--- src/hw/drfa_pkg.sv ---
/*
 Package for the refresh arbiter: clock and refresh timing constants,
 sequencer step positions, mux modes and the identification value.
 Assumes a single 40 MHz clock drives every module that imports it.
*/
package drfa_pkg;
    // ========================================
    // Clocking
    localparam int unsigned CLK_HZ = 40000000;
    localparam int unsigned MOD_CLK_HZ = 12500000;
    localparam int unsigned REF_CLK_HZ = 97600;
    localparam int unsigned MOD_DIV = (CLK_HZ + MOD_CLK_HZ - 1) / MOD_CLK_HZ;
    localparam int unsigned REF_DIV_RATIO = MOD_CLK_HZ / REF_CLK_HZ;
    localparam int unsigned REF_PERIOD_MS = 2;
    localparam int unsigned REF_ROWS = 128;
    localparam logic [2:0] MOD_DIV_LAST = 3'(MOD_DIV - 1);
    localparam logic [7:0] REF_DIV_LAST = 8'(REF_DIV_RATIO - 1);
    localparam logic [2:0] MOD_DIV_ZERO = 3'h0;
    localparam logic [7:0] REF_DIV_ZERO = 8'h00;

    // ========================================
    // Address layout
    localparam int unsigned ROW_W = 7;
    localparam int unsigned ADDR_W = 14;
    localparam int unsigned DATA_W = 16;
    localparam logic [ROW_W-1:0] ROW_ZERO = 7'h00;

    // ========================================
    // Sequencer shift register steps
    localparam int unsigned SEQ_W = 6;
    localparam int unsigned SEQ_RAS = 0;
    localparam int unsigned SEQ_MUX = 1;
    localparam int unsigned SEQ_CAS = 2;
    localparam int unsigned SEQ_RW = 3;
    localparam int unsigned SEQ_END = 5;
    localparam logic [SEQ_W-1:0] SEQ_CLEAR = 6'h00;

    // Card-type identification; the value is arbitrary
    localparam logic [DATA_W-1:0] CARD_ID = 16'h0a5c;

    typedef enum logic [1:0] {
        DRFA_MUX_ROW,
        DRFA_MUX_COL,
        DRFA_MUX_REF
    } drfa_mux_e;

    typedef struct packed {
        logic [ADDR_W-1:0] addr;
        logic write;
        logic byte_acc;
        logic upper;
    } drfa_req_s;

    typedef struct packed {
        logic mux_mode_a;
        logic mux_mode_b;
        logic mux_mode_c;
    } drfa_mode_s;
endpackage : drfa_pkg

--- src/hw/drfa_addr_mux.sv ---
/*
 Address multiplexer with embedded refresh row counter.
 Assumes the host address is already synchronised and held stable.
*/
module drfa_addr_mux
    import drfa_pkg::*;
(
    input wire logic clk,
    input wire logic rst_b,
    input wire logic ref_tick,
    input wire drfa_mode_s mode,
    input wire logic [ADDR_W-1:0] addr,
    output logic [ROW_W-1:0] mux_addr_n,
    output logic [ROW_W-1:0] ref_row
);
    logic [ROW_W-1:0] row_q;
    logic [ROW_W-1:0] row_d;
    logic [ROW_W-1:0] sel;

    // ========================================
    // Refresh row counter
    always_comb begin
        row_d = row_q;
        if (ref_tick) begin
            row_d = ROW_W'(row_q + 1'b1);
        end
    end

    always_ff @(posedge clk) begin
        if (!rst_b) begin
            row_q <= ROW_ZERO;
        end else begin
            row_q <= row_d;
        end
    end

    // ========================================
    // Output select: a+c row, b+c column, any other mode refresh row
    always_comb begin
        if (mode.mux_mode_a && mode.mux_mode_c) begin
            sel = addr[ROW_W-1:0];
        end else if (mode.mux_mode_b && mode.mux_mode_c) begin
            sel = addr[ADDR_W-1:ROW_W];
        end else begin
            sel = row_q;
        end
    end

    assign mux_addr_n = ~sel;
    assign ref_row = row_q;
endmodule : drfa_addr_mux

--- src/hw/drfa_top.sv ---
/*
 Refresh arbiter and sequencer for a 16k x 16 dynamic memory card on an
 asynchronous host memory bus. Host pins are synchronised to REF_CLK.
 Assumes the host keeps address, data and direction stable while waiting.
*/
// Summary of operation
// Refresh all 128 rows every 2 ms
// Seven-bit refresh row counter in mux
// Derive 12.5 MHz step, 97.6 kHz refresh tick; the dividers give 10 MHz and 78.125 kHz
// Power-on pulse initialises clock dividers
// Tick advances row, requests refresh after host
// Refresh drives counter row and row strobe
// Latch host request, assert memory-sync wait
// Refresh cycle completes before a pending host cycle
// Op flag drops, rises, latches host active
// Timing step enables write, clears pending
// Row bits 0-6, then column bits 7-13
// Shift ones time row, select, column strobe
// Seven inverted outputs, two mode pairs
// Column strobe needs active, step, bank one
// Byte write strobes from byte and upper
// Read drives buffer enable and full word
// Reads return the whole word
// Slot select places card identification code
// Upper byte only with byte access
// Power-on clears pending, active, op flag
module drfa_top
    import drfa_pkg::*;
(
    input wire logic REF_CLK,
    input wire logic RST_B,
    input wire logic START_MEM_N,
    input wire logic SLOT_SEL_N,
    input wire logic HOST_WRITE_N,
    input wire logic HOST_DATA_STROBE_N,
    input wire logic BYTE_ACCESS_N,
    input wire logic UPPER_BYTE_SEL_N,
    input wire logic BANK_ONE_SEL_N,
    input wire logic IDENTIFY_N,
    input wire logic [ADDR_W-1:0] HOST_ADDR_N,
    input wire logic [DATA_W-1:0] HOST_DATA_N_I,
    output logic [DATA_W-1:0] HOST_DATA_N_O,
    output logic [DATA_W-1:0] HOST_DATA_N_OE,
    output logic MEM_WAIT_N,
    output logic READ_BUF_EN_N,
    output logic [ROW_W-1:0] MUX_ROW_ADDR,
    output logic ROW_STROBE_N,
    output logic COL_STROBE_N,
    output logic WRITE_LOW_BYTE_N,
    output logic WRITE_HIGH_BYTE_N,
    output logic [DATA_W-1:0] RAM_WDATA,
    input wire logic [DATA_W-1:0] RAM_RDATA
);
    // ========================================
    // Input synchronisers
    localparam int unsigned SYNC_W = 8 + ADDR_W;
    logic [SYNC_W-1:0] pin_raw;
    logic [SYNC_W-1:0] meta_q;
    logic [SYNC_W-1:0] sync_q;
    logic start_s, slot_s, write_s, strobe_s, byte_s, upper_s, bank_s, ident_s;
    logic [ADDR_W-1:0] addr_s;

    assign pin_raw = {~START_MEM_N, ~SLOT_SEL_N, ~HOST_WRITE_N, ~HOST_DATA_STROBE_N,
                      ~BYTE_ACCESS_N, ~UPPER_BYTE_SEL_N, ~BANK_ONE_SEL_N, ~IDENTIFY_N,
                      ~HOST_ADDR_N};

    always_ff @(posedge REF_CLK) begin
        if (!RST_B) begin
            meta_q <= '0;
            sync_q <= '0;
        end else begin
            meta_q <= pin_raw;
            sync_q <= meta_q;
        end
    end

    assign {start_s, slot_s, write_s, strobe_s, byte_s, upper_s, bank_s, ident_s} =
        sync_q[SYNC_W-1:ADDR_W];
    assign addr_s = sync_q[ADDR_W-1:0];

    // ========================================
    // Clock dividers: 10 MHz step enable, 78.125 kHz refresh tick
    logic [2:0] mdiv_q, mdiv_d;
    logic [7:0] rdiv_q, rdiv_d;
    logic step_en, ref_tick;

    always_comb begin
        mdiv_d = mdiv_q;
        rdiv_d = rdiv_q;
        step_en = (mdiv_q == MOD_DIV_LAST);
        ref_tick = step_en && (rdiv_q == REF_DIV_LAST);
        if (step_en) begin
            mdiv_d = MOD_DIV_ZERO;
            rdiv_d = ref_tick ? REF_DIV_ZERO : 8'(rdiv_q + 1'b1);
        end else begin
            mdiv_d = 3'(mdiv_q + 1'b1);
        end
    end

    always_ff @(posedge REF_CLK) begin
        if (!RST_B) begin
            mdiv_q <= MOD_DIV_ZERO;
            rdiv_q <= REF_DIV_ZERO;
        end else begin
            mdiv_q <= mdiv_d;
            rdiv_q <= rdiv_d;
        end
    end

    // ========================================
    // Arbiter and sequencer
    typedef enum logic [1:0] {
        ST_IDLE,
        ST_REFRESH,
        ST_HOST
    } drfa_st_e;

    drfa_st_e st_q, st_d;
    logic pend_q, pend_d;
    logic ref_req_q, ref_req_d;
    logic memop_q, memop_d;
    logic act_q, act_d;
    logic [SEQ_W-1:0] seq_q, seq_d;
    drfa_req_s req_q, req_d;
    logic start_prev_q;
    logic start_rise;
    logic seq_done;

    assign start_rise = start_s && slot_s && !start_prev_q;
    assign seq_done = seq_q[SEQ_END];

    always_comb begin
        st_d = st_q;
        pend_d = pend_q;
        ref_req_d = ref_req_q;
        memop_d = memop_q;
        act_d = act_q;
        seq_d = seq_q;
        req_d = req_q;
        if (ref_tick) begin
            ref_req_d = 1'b1;
        end
        if (start_rise && !pend_q && !act_q) begin
            pend_d = 1'b1;
            req_d = '{addr: addr_s, write: write_s, byte_acc: byte_s, upper: upper_s};
        end
        if (step_en) begin
            unique case (st_q)
                ST_IDLE: begin
                    // Refresh waits for a host cycle under way; a pending host waits for refresh
                    if (ref_req_q) begin
                        st_d = ST_REFRESH;
                        memop_d = 1'b1;
                        ref_req_d = ref_tick;
                        seq_d = SEQ_CLEAR;
                    end else if (pend_q) begin
                        st_d = ST_HOST;
                        memop_d = 1'b1;
                        act_d = 1'b1;
                        seq_d = SEQ_CLEAR;
                    end
                end
                ST_REFRESH, ST_HOST: begin
                    seq_d = {seq_q[SEQ_W-2:0], 1'b1};
                    if (st_q == ST_HOST && seq_q[SEQ_RW]) begin
                        pend_d = 1'b0;
                    end
                    if (seq_done) begin
                        st_d = ST_IDLE;
                        memop_d = 1'b0;
                        act_d = 1'b0;
                        seq_d = SEQ_CLEAR;
                    end
                end
            endcase
        end
    end

    always_ff @(posedge REF_CLK) begin
        if (!RST_B) begin
            st_q <= ST_IDLE;
            pend_q <= 1'b0;
            ref_req_q <= 1'b0;
            memop_q <= 1'b0;
            act_q <= 1'b0;
            seq_q <= SEQ_CLEAR;
            req_q <= '0;
            start_prev_q <= 1'b0;
        end else begin
            st_q <= st_d;
            pend_q <= pend_d;
            ref_req_q <= ref_req_d;
            memop_q <= memop_d;
            act_q <= act_d;
            seq_q <= seq_d;
            req_q <= req_d;
            start_prev_q <= start_s && slot_s;
        end
    end

    // ========================================
    // Address mux and refresh counter
    drfa_mode_s mode;
    logic [ROW_W-1:0] mux_n;

    always_comb begin
        mode = '{mux_mode_a: 1'b0, mux_mode_b: 1'b0, mux_mode_c: 1'b0};
        if (st_q == ST_HOST) begin
            mode.mux_mode_c = 1'b1;
            mode.mux_mode_a = !seq_q[SEQ_MUX];
            mode.mux_mode_b = seq_q[SEQ_MUX];
        end
    end

    drfa_addr_mux u_mux (
        .clk(REF_CLK),
        .rst_b(RST_B),
        .ref_tick(ref_tick),
        .mode(mode),
        .addr(req_q.addr),
        .mux_addr_n(mux_n),
        .ref_row()
    );

    // ========================================
    // Strobes, byte writes, read buffer, identification
    logic ras_q, cas_q, wrl_q, wru_q, buf_q, wait_q;
    logic [ROW_W-1:0] row_o_q;
    logic [DATA_W-1:0] dout_q, doe_q, wdata_q;
    // Both data buses change off our clock: two flops before any use
    logic [DATA_W-1:0] wdata_m_q, wdata_s_q, rdata_m_q, rdata_s_q;
    logic ras_d, cas_d, wrl_d, wru_d, buf_d, rw_en;
    logic [DATA_W-1:0] dout_d, doe_d;

    always_comb begin
        rw_en = act_q && seq_q[SEQ_RW];
        ras_d = memop_q && seq_q[SEQ_RAS];
        cas_d = act_q && seq_q[SEQ_CAS] && bank_s;
        wrl_d = 1'b0;
        wru_d = 1'b0;
        if (rw_en && req_q.write) begin
            wru_d = !req_q.byte_acc || req_q.upper;
            wrl_d = !req_q.byte_acc || !req_q.upper;
        end
        buf_d = !write_s && strobe_s && act_q && !req_q.write;
        dout_d = '0;
        doe_d = '0;
        if (buf_d) begin
            dout_d = ~rdata_s_q;
            doe_d = '1;
        end else if (ident_s && slot_s) begin
            dout_d = ~CARD_ID;
            doe_d = '1;
        end
    end

    always_ff @(posedge REF_CLK) begin
        if (!RST_B) begin
            ras_q <= 1'b0;
            cas_q <= 1'b0;
            wrl_q <= 1'b0;
            wru_q <= 1'b0;
            buf_q <= 1'b0;
            wait_q <= 1'b0;
            row_o_q <= ROW_ZERO;
            dout_q <= '0;
            doe_q <= '0;
            wdata_q <= '0;
            wdata_m_q <= '0;
            wdata_s_q <= '0;
            rdata_m_q <= '0;
            rdata_s_q <= '0;
        end else begin
            ras_q <= ras_d;
            cas_q <= cas_d;
            wrl_q <= wrl_d;
            wru_q <= wru_d;
            buf_q <= buf_d;
            wait_q <= pend_d;
            row_o_q <= ~mux_n;
            dout_q <= dout_d;
            doe_q <= doe_d;
            wdata_m_q <= HOST_DATA_N_I;
            wdata_s_q <= wdata_m_q;
            wdata_q <= ~wdata_s_q;
            rdata_m_q <= RAM_RDATA;
            rdata_s_q <= rdata_m_q;
        end
    end

    assign MEM_WAIT_N = !wait_q;
    assign ROW_STROBE_N = !ras_q;
    assign COL_STROBE_N = !cas_q;
    assign WRITE_LOW_BYTE_N = !wrl_q;
    assign WRITE_HIGH_BYTE_N = !wru_q;
    assign READ_BUF_EN_N = !buf_q;
    assign MUX_ROW_ADDR = row_o_q;
    assign HOST_DATA_N_O = dout_q;
    // Enable is low while driving
    assign HOST_DATA_N_OE = ~doe_q;
    assign RAM_WDATA = wdata_q;
endmodule : drfa_top

--- config.mk ---
export PLATFORM = sky130hd
export DESIGN_NAME = drfa_top
export DESIGN_NICKNAME = d
export VERILOG_FILES = /design/src/hw/drfa_pkg.sv /design/src/hw/drfa_addr_mux.sv /design/src/hw/drfa_top.sv
export SDC_FILE = /design/constraint.sdc
export NUM_CORES = 1
export LEC_CHECK = 0
export BUFFER_PORTS_ARGS = -buffer_cell sky130_fd_sc_hd__buf_4
export CORE_AREA = 10 10 118 120
export DETAILED_ROUTE_END_ITERATION = 10
export DIE_AREA = 0 0 128 130
export MAX_ROUTING_LAYER = met4
export PLACE_DENSITY = 0.78
export SLEW_MARGIN = 20
export SYNTH_ARGS = -nofsm -noshare
export SYNTH_HDL_FRONTEND = slang
export SYNTH_SLANG_ARGS = --single-unit
--- constraint.sdc ---
create_clock -name REF_CLK -period 4.16 [get_ports REF_CLK]
set_input_delay 0.416 -clock REF_CLK [delete_from_list [all_inputs] [get_ports REF_CLK]]
set_output_delay 0.416 -clock REF_CLK [all_outputs]
set_load 0.02 [all_outputs]
# Word-level counts from Yosys, hierarchy flattened
# Index checks and enable logic that the tools add are counted.
# word_totals
ff_bits	216
input_bits	56
elab_cells	124
# op_classes
add_sub_neg	3
eq_ne	8
mux	30
bitwise_logic	15
reduce_logical	39
# op_table
cell	count
$mux 16	4
$not 16->16	3
$mux 6	3
$logic_and 1x1->1	17
$mux 7	2
$not 14->14	1
$not 7->7	2
$logic_not 1->1	13
$mux 1	12
$pmux 6 s2	1
$not 1->1	9
$add 8x1->8 const B	1
$eq 8x7->1 const B	1
$mux 8	1
$add 7x1->7 const B	1
$mux 2	3
$ne 2x2->1 const B	3
$pmux 1 s2	2
$pmux 2 s2	1
$reduce_and 2->1	2
$reduce_and 4->1	1
$reduce_or 2->1	2
$add 3x1->3 const B	1
$eq 3x2->1 const B	1
other kinds (7)	8

# Depth between registers and ports, before layout
# logic_depth
word_depth	8
mapped_depth	7
mapped_depth_nobuf	6

# Hierarchy
# From an unflattened synthesis, not the netlist that was laid out.
# hier_totals
hier_cells	611
area_unflattened_um2	6394.9
# modules_own_cells
module	instances	cells_per_inst	area_each_um2	seq_area_each_um2
drfa_top	1	562	5950.7	3883.7
drfa_addr_mux	1	49	444.2	140.1

# Worst setup path after synthesis
# OpenSTA, ideal clock, no wires.
# synth_timing
kind	reg-to-reg
from	reg mdiv_q[0]
to	reg u_mux.row_q[5], in the netlist u_mux.ref_row[5]
setup_time_ns	0.071
arrival_ns	1.923
t_required_ns	4.089
slack_ns	2.167
path_stages_with_launch	8
n_path_buf	1
synth_period_minus_slack_ns	1.993
cell_sequence	dfxtp_1 -> ha_1 -> ha_1 -> nand3_2 -> or3_1 -> buf_2 -> or4_1 -> a21oi_1
# synth_via
elab_chain_len	2
# synth_lines
item	line	rtl
start: declaration	drfa_top.sv:83	logic [2:0] mdiv_q, mdiv_d;
start signal: assignment	drfa_top.sv:105	mdiv_q <= mdiv_d;
$eq 3x2->1	drfa_top.sv:90	step_en = (mdiv_q == MOD_DIV_LAST);
$logic_and 1x1->1	drfa_top.sv:91	ref_tick = step_en && (rdiv_q == REF_DIV_LAST);
end signal: assignment	drfa_addr_mux.sv:33	row_q <= row_d;
end: declaration	drfa_addr_mux.sv:16	logic [ROW_W-1:0] row_q;
# Every way passes these cells.
# A chain may end at the register's enable or synchronous reset.

# Worst setup path after layout
# layout_timing
from	reg mdiv_q[0]
to	reg u_mux.row_q[6], in the netlist u_mux.ref_row[6]
# The elaborated chain is that of the path after synthesis.

==> results.py <==
metrics = {
    "critical_path": {
        "critical_path.slowest_cell": "sky130_fd_sc_hd__or3_1",
        "worst_setup_path_start_kind": "register",
        "max_stage_delay_on_crit_path_ps": 540,
        "crit_chain": "ha_1 > ha_1 > nand3_2 > or3_1 > or4_1 > a21oi_1",
        "critical_path_peak_fanout": 14,
        "critical_path.endpoint_type": "register",
        "critPathRequiredTime_ps": 4550,
        "crit_path_frequent_cell": "sky130_fd_sc_hd__ha_1",
        "worst_ep_arrival_time_ps": 2910,
        "worst-setup-path-type": "register to register",
    },
    "sta": {
        "rsz0062_at_grt": "false",
        "finalHoldViolations": 0,
        "max_freq_mhz": 397,
        "timing.final.ws_setup_ps": 1640,
        "period_minus_slack_ps": 2520,
        "final.hold.worst_slack_ps": 88.3,
        "finClkSkew_ps": 11.9,
        "setup_viol_count_final": 0,
        "post-route-period-util_pct": 60.5,
        "timing.final.max_slew_violations": 0,
        "finalSetupTns_ps": 0,
        "max_slew.worst_pin.slew_ps": 1090,
        "maxSlewHeadroom_pct": 26.8,
    },
    "power_and_ir_drop": {
        "p_total_mw": 4.06,
        "power.static_leakage_nw": 3.26,
        "power.ir.vdd_worst_mv": 0.401,
        "p_per_area_nw_per_um2": 522,
    },
    "logic_synthesis": {
        "synth_nets": 670,
        "synthesis.area_per_instance_um2": 10.2,
        "synth_cells": 608,
        "yosys.cell_types.count": 38,
        "seq_area_frac_synth_pct": 64.7,
        "synth.yosys.warnings": 0,
        "post_syn_area_um2": 6220,
        "synth_seq_cells": 201,
    },
    "finish": {
        "layout-drive-gt1-share_pct": 21.4,
        "utilization_of_the_core_after_routing_pct": 66.5,
        "num_antenna_cells": 0,
        "syn_to_final_growth_pct": 25.2,
        "fin_cells": 863,
        "filler_cell_count": 878,
        "commonest_cells_after_routing_fill_and_taps_aside": "sky130_fd_sc_hd__dfxtp_1, sky130_fd_sc_hd__buf_4, sky130_fd_sc_hd__and2_1, sky130_fd_sc_hd__nor2_1, sky130_fd_sc_hd__nand2_1",
        "fin_nets": 766,
        "mostFrequentLayoutCell": "sky130_fd_sc_hd__dfxtp_1",
        "layout.cell_area.non_filler_um2": 7790,
    },
    "die": {
        "total_core_area_um2": 11700,
        "io-pin-count": 117,
        "floorplan.rows": 40,
        "floorplan.initialDensity_pct": 53.1,
        "die-area_um2": 16600,
        "chipHeight_um": 130,
        "chipWidth_um": 128,
    },
    "cts": {
        "cts_max_path_buffers": 3,
        "h-tree-depth": 1,
        "clock_latency_on_the_worst_skew_pair_ps": 470,
        "cts_tree": "done",
        "cts.repair.resized": 0,
        "cts_root_buffer": "sky130_fd_sc_hd__clkbuf_16",
        "clk_pin_slew_worst_paths_ps": 60,
        "cts_hold_repair.buffers": 0,
        "cts_made_buffers": 20,
        "clock_sink_count": 201,
        "cts_setup_buffers": 0,
    },
    "placement": {
        "dp_worst_setup_slack_ps": 1680,
        "hpwl_mm": 7.87,
        "placedInstanceArea_um2": 7070,
        "place.port_buffers": 116,
        "dp_cells": 829,
        "routabilityCongestion": 0.774,
    },
    "job": {
        "maxCapViolCount": 0,
    },
    "drt": {
        "total_number_of_vias": 4155,
        "route.detailed.drc": 0,
        "remaining_antenna_violation_count": 0,
        "routedWlPerCell_um": 13.8,
        "first_iter_violations": 240,
        "drt-vias-per-instance": 4.81,
        "routed_wl_mm": 11.9,
        "drt_pass1_iterations": 4,
    },
    "grt": {
        "grt_start_max_net_pins": 108,
        "grt_overflow": 0,
        "grt_first_pass_wirelength_mm": 19.3,
        "grt_usage_pct": 14.1,
        "first_global_vias": 4120,
        "number_of_antenna_violations_at_the_first_check_in_global_routing": 0,
    },
    "min_path": {
        "holdCritPathClass": "primary input to register",
    },
    "run_status": {
        "outcome": "completed",
    },
}
==> power breakdown <==
part | switching (mW) | total (mW) | internal [mW]
Clock | 0.685 | 1.90 | 1.22
Sequential | 0.0169 | 2.01 | 1.99
Combinational | 0.0732 | 0.151 | 0.0782
==> cell type report <==
type | instances | area [µm²] | area share, %
tap | 147 | 184 | 2.36
multi-input combinational | 344 | 1900 | 24.4
inverter | 18 | 67.6 | 0.867
clock buffer | 27 | 578 | 7.42
clock inverter | 7 | 139 | 1.78
sequential | 201 | 4020 | 51.7
timing repair buffer | 119 | 893 | 11.5
==> layer usage <==
layer,vias up,wire (µm),track usage (%)
li1,2132,-,-
met1,1858,4760,15.6
met2,140,6030,24.4
met3,25,778,3.37
met4,0,304,4.83
met5,-,0,-
==> kinds of logic (layout without fill, tap and decap cells) <==
| logic type | count (synthesis) | in the layout | share of synthesized area (%) |
|---|---|---|---|
| AO/OA/AOI/OAI | 66 | 66 | 6.52 |
| XOR/XNOR | 6 | 6 | 0.845 |
| adder cells (fa/ha/maj) | 6 | 6 | 1.21 |
| buffers and inverters | 63 | 171 | 4.73 |
| flip-flops | 201 | 201 | 64.7 |
| multiplexers | 8 | 8 | 1.29 |
| AND/OR/NAND/NOR | 258 | 258 | 20.7 |
==> synth_stat cells (all sizes together) <==
library cell / count / area share [%]
nand4: 3 / 0.30
xnor2: 5 / 0.70
ha: 6 / 1.2
nand3b: 1 / 0.12
a21boi: 1 / 0.12
inv: 18 / 1.1
nor3b: 1 / 0.12
nor2: 75 / 4.5
a31oi: 1 / 0.10
buf: 17 / 2.0
or3: 4 / 0.40
nand2: 58 / 3.5
nand2b: 3 / 0.30
clkbuf: 28 / 1.7
and3: 2 / 0.20
o211ai: 2 / 0.24
dfxtp: 201 / 65
a211oi: 7 / 0.84
nor3: 3 / 0.24
mux2i: 8 / 1.3
o21ai: 3 / 0.24
and2: 86 / 8.6
o21a: 11 / 1.3
nand3: 11 / 0.97
nor2b: 1 / 0.10
o32ai: 2 / 0.28
xor2: 1 / 0.14
nor4: 3 / 0.40
a21oi: 34 / 2.7
o31ai: 4 / 0.48
nand4b: 3 / 0.42
or4: 4 / 0.48
o31a: 1 / 0.14
==> final timing paths <==
kind                           startpoint                             to  slack [ps]  cells past startpoint
setup / recovery     mdiv_q[0]$_SDFF_PP0_  u_mux.ref_row[6]$_SDFFE_PN0N_        1640                      6
hold / removal            HOST_ADDR_N[11]          meta_q[11]$_SDFF_PN0_          90                      2
setup reg to reg     mdiv_q[0]$_SDFF_PP0_  u_mux.ref_row[6]$_SDFFE_PN0N_        1640                      6
hold reg to reg   rdata_s_q[9]$_SDFF_PN0_    HOST_DATA_N_O[9]$_SDFF_PN0_         380                      1
==> registers in the layout (all words and copies together), names as in the netlist, 2 cells and up <==
signal / count
RAM_WDATA: 16
rdata_s_q: 16
wdata_m_q: 16
rdiv_q: 8
seq_q: 6
wdata_s_q: 16
u_mux.ref_row: 7
sync_q: 22
HOST_DATA_N_O: 16
mdiv_q: 3
st_q: 2
meta_q: 22
rdata_m_q: 16
MUX_ROW_ADDR: 7
req_q: 17
==> critical path: cells and delay by family, from the launching register on <==
family	cells	cell delay (ps)
AOI/OAI and AO/OA	1	170
adders and majority gates	2	590
DFF	1	340
and+or+nand+nor	3	1330
(Power assumes the default switching activity.)
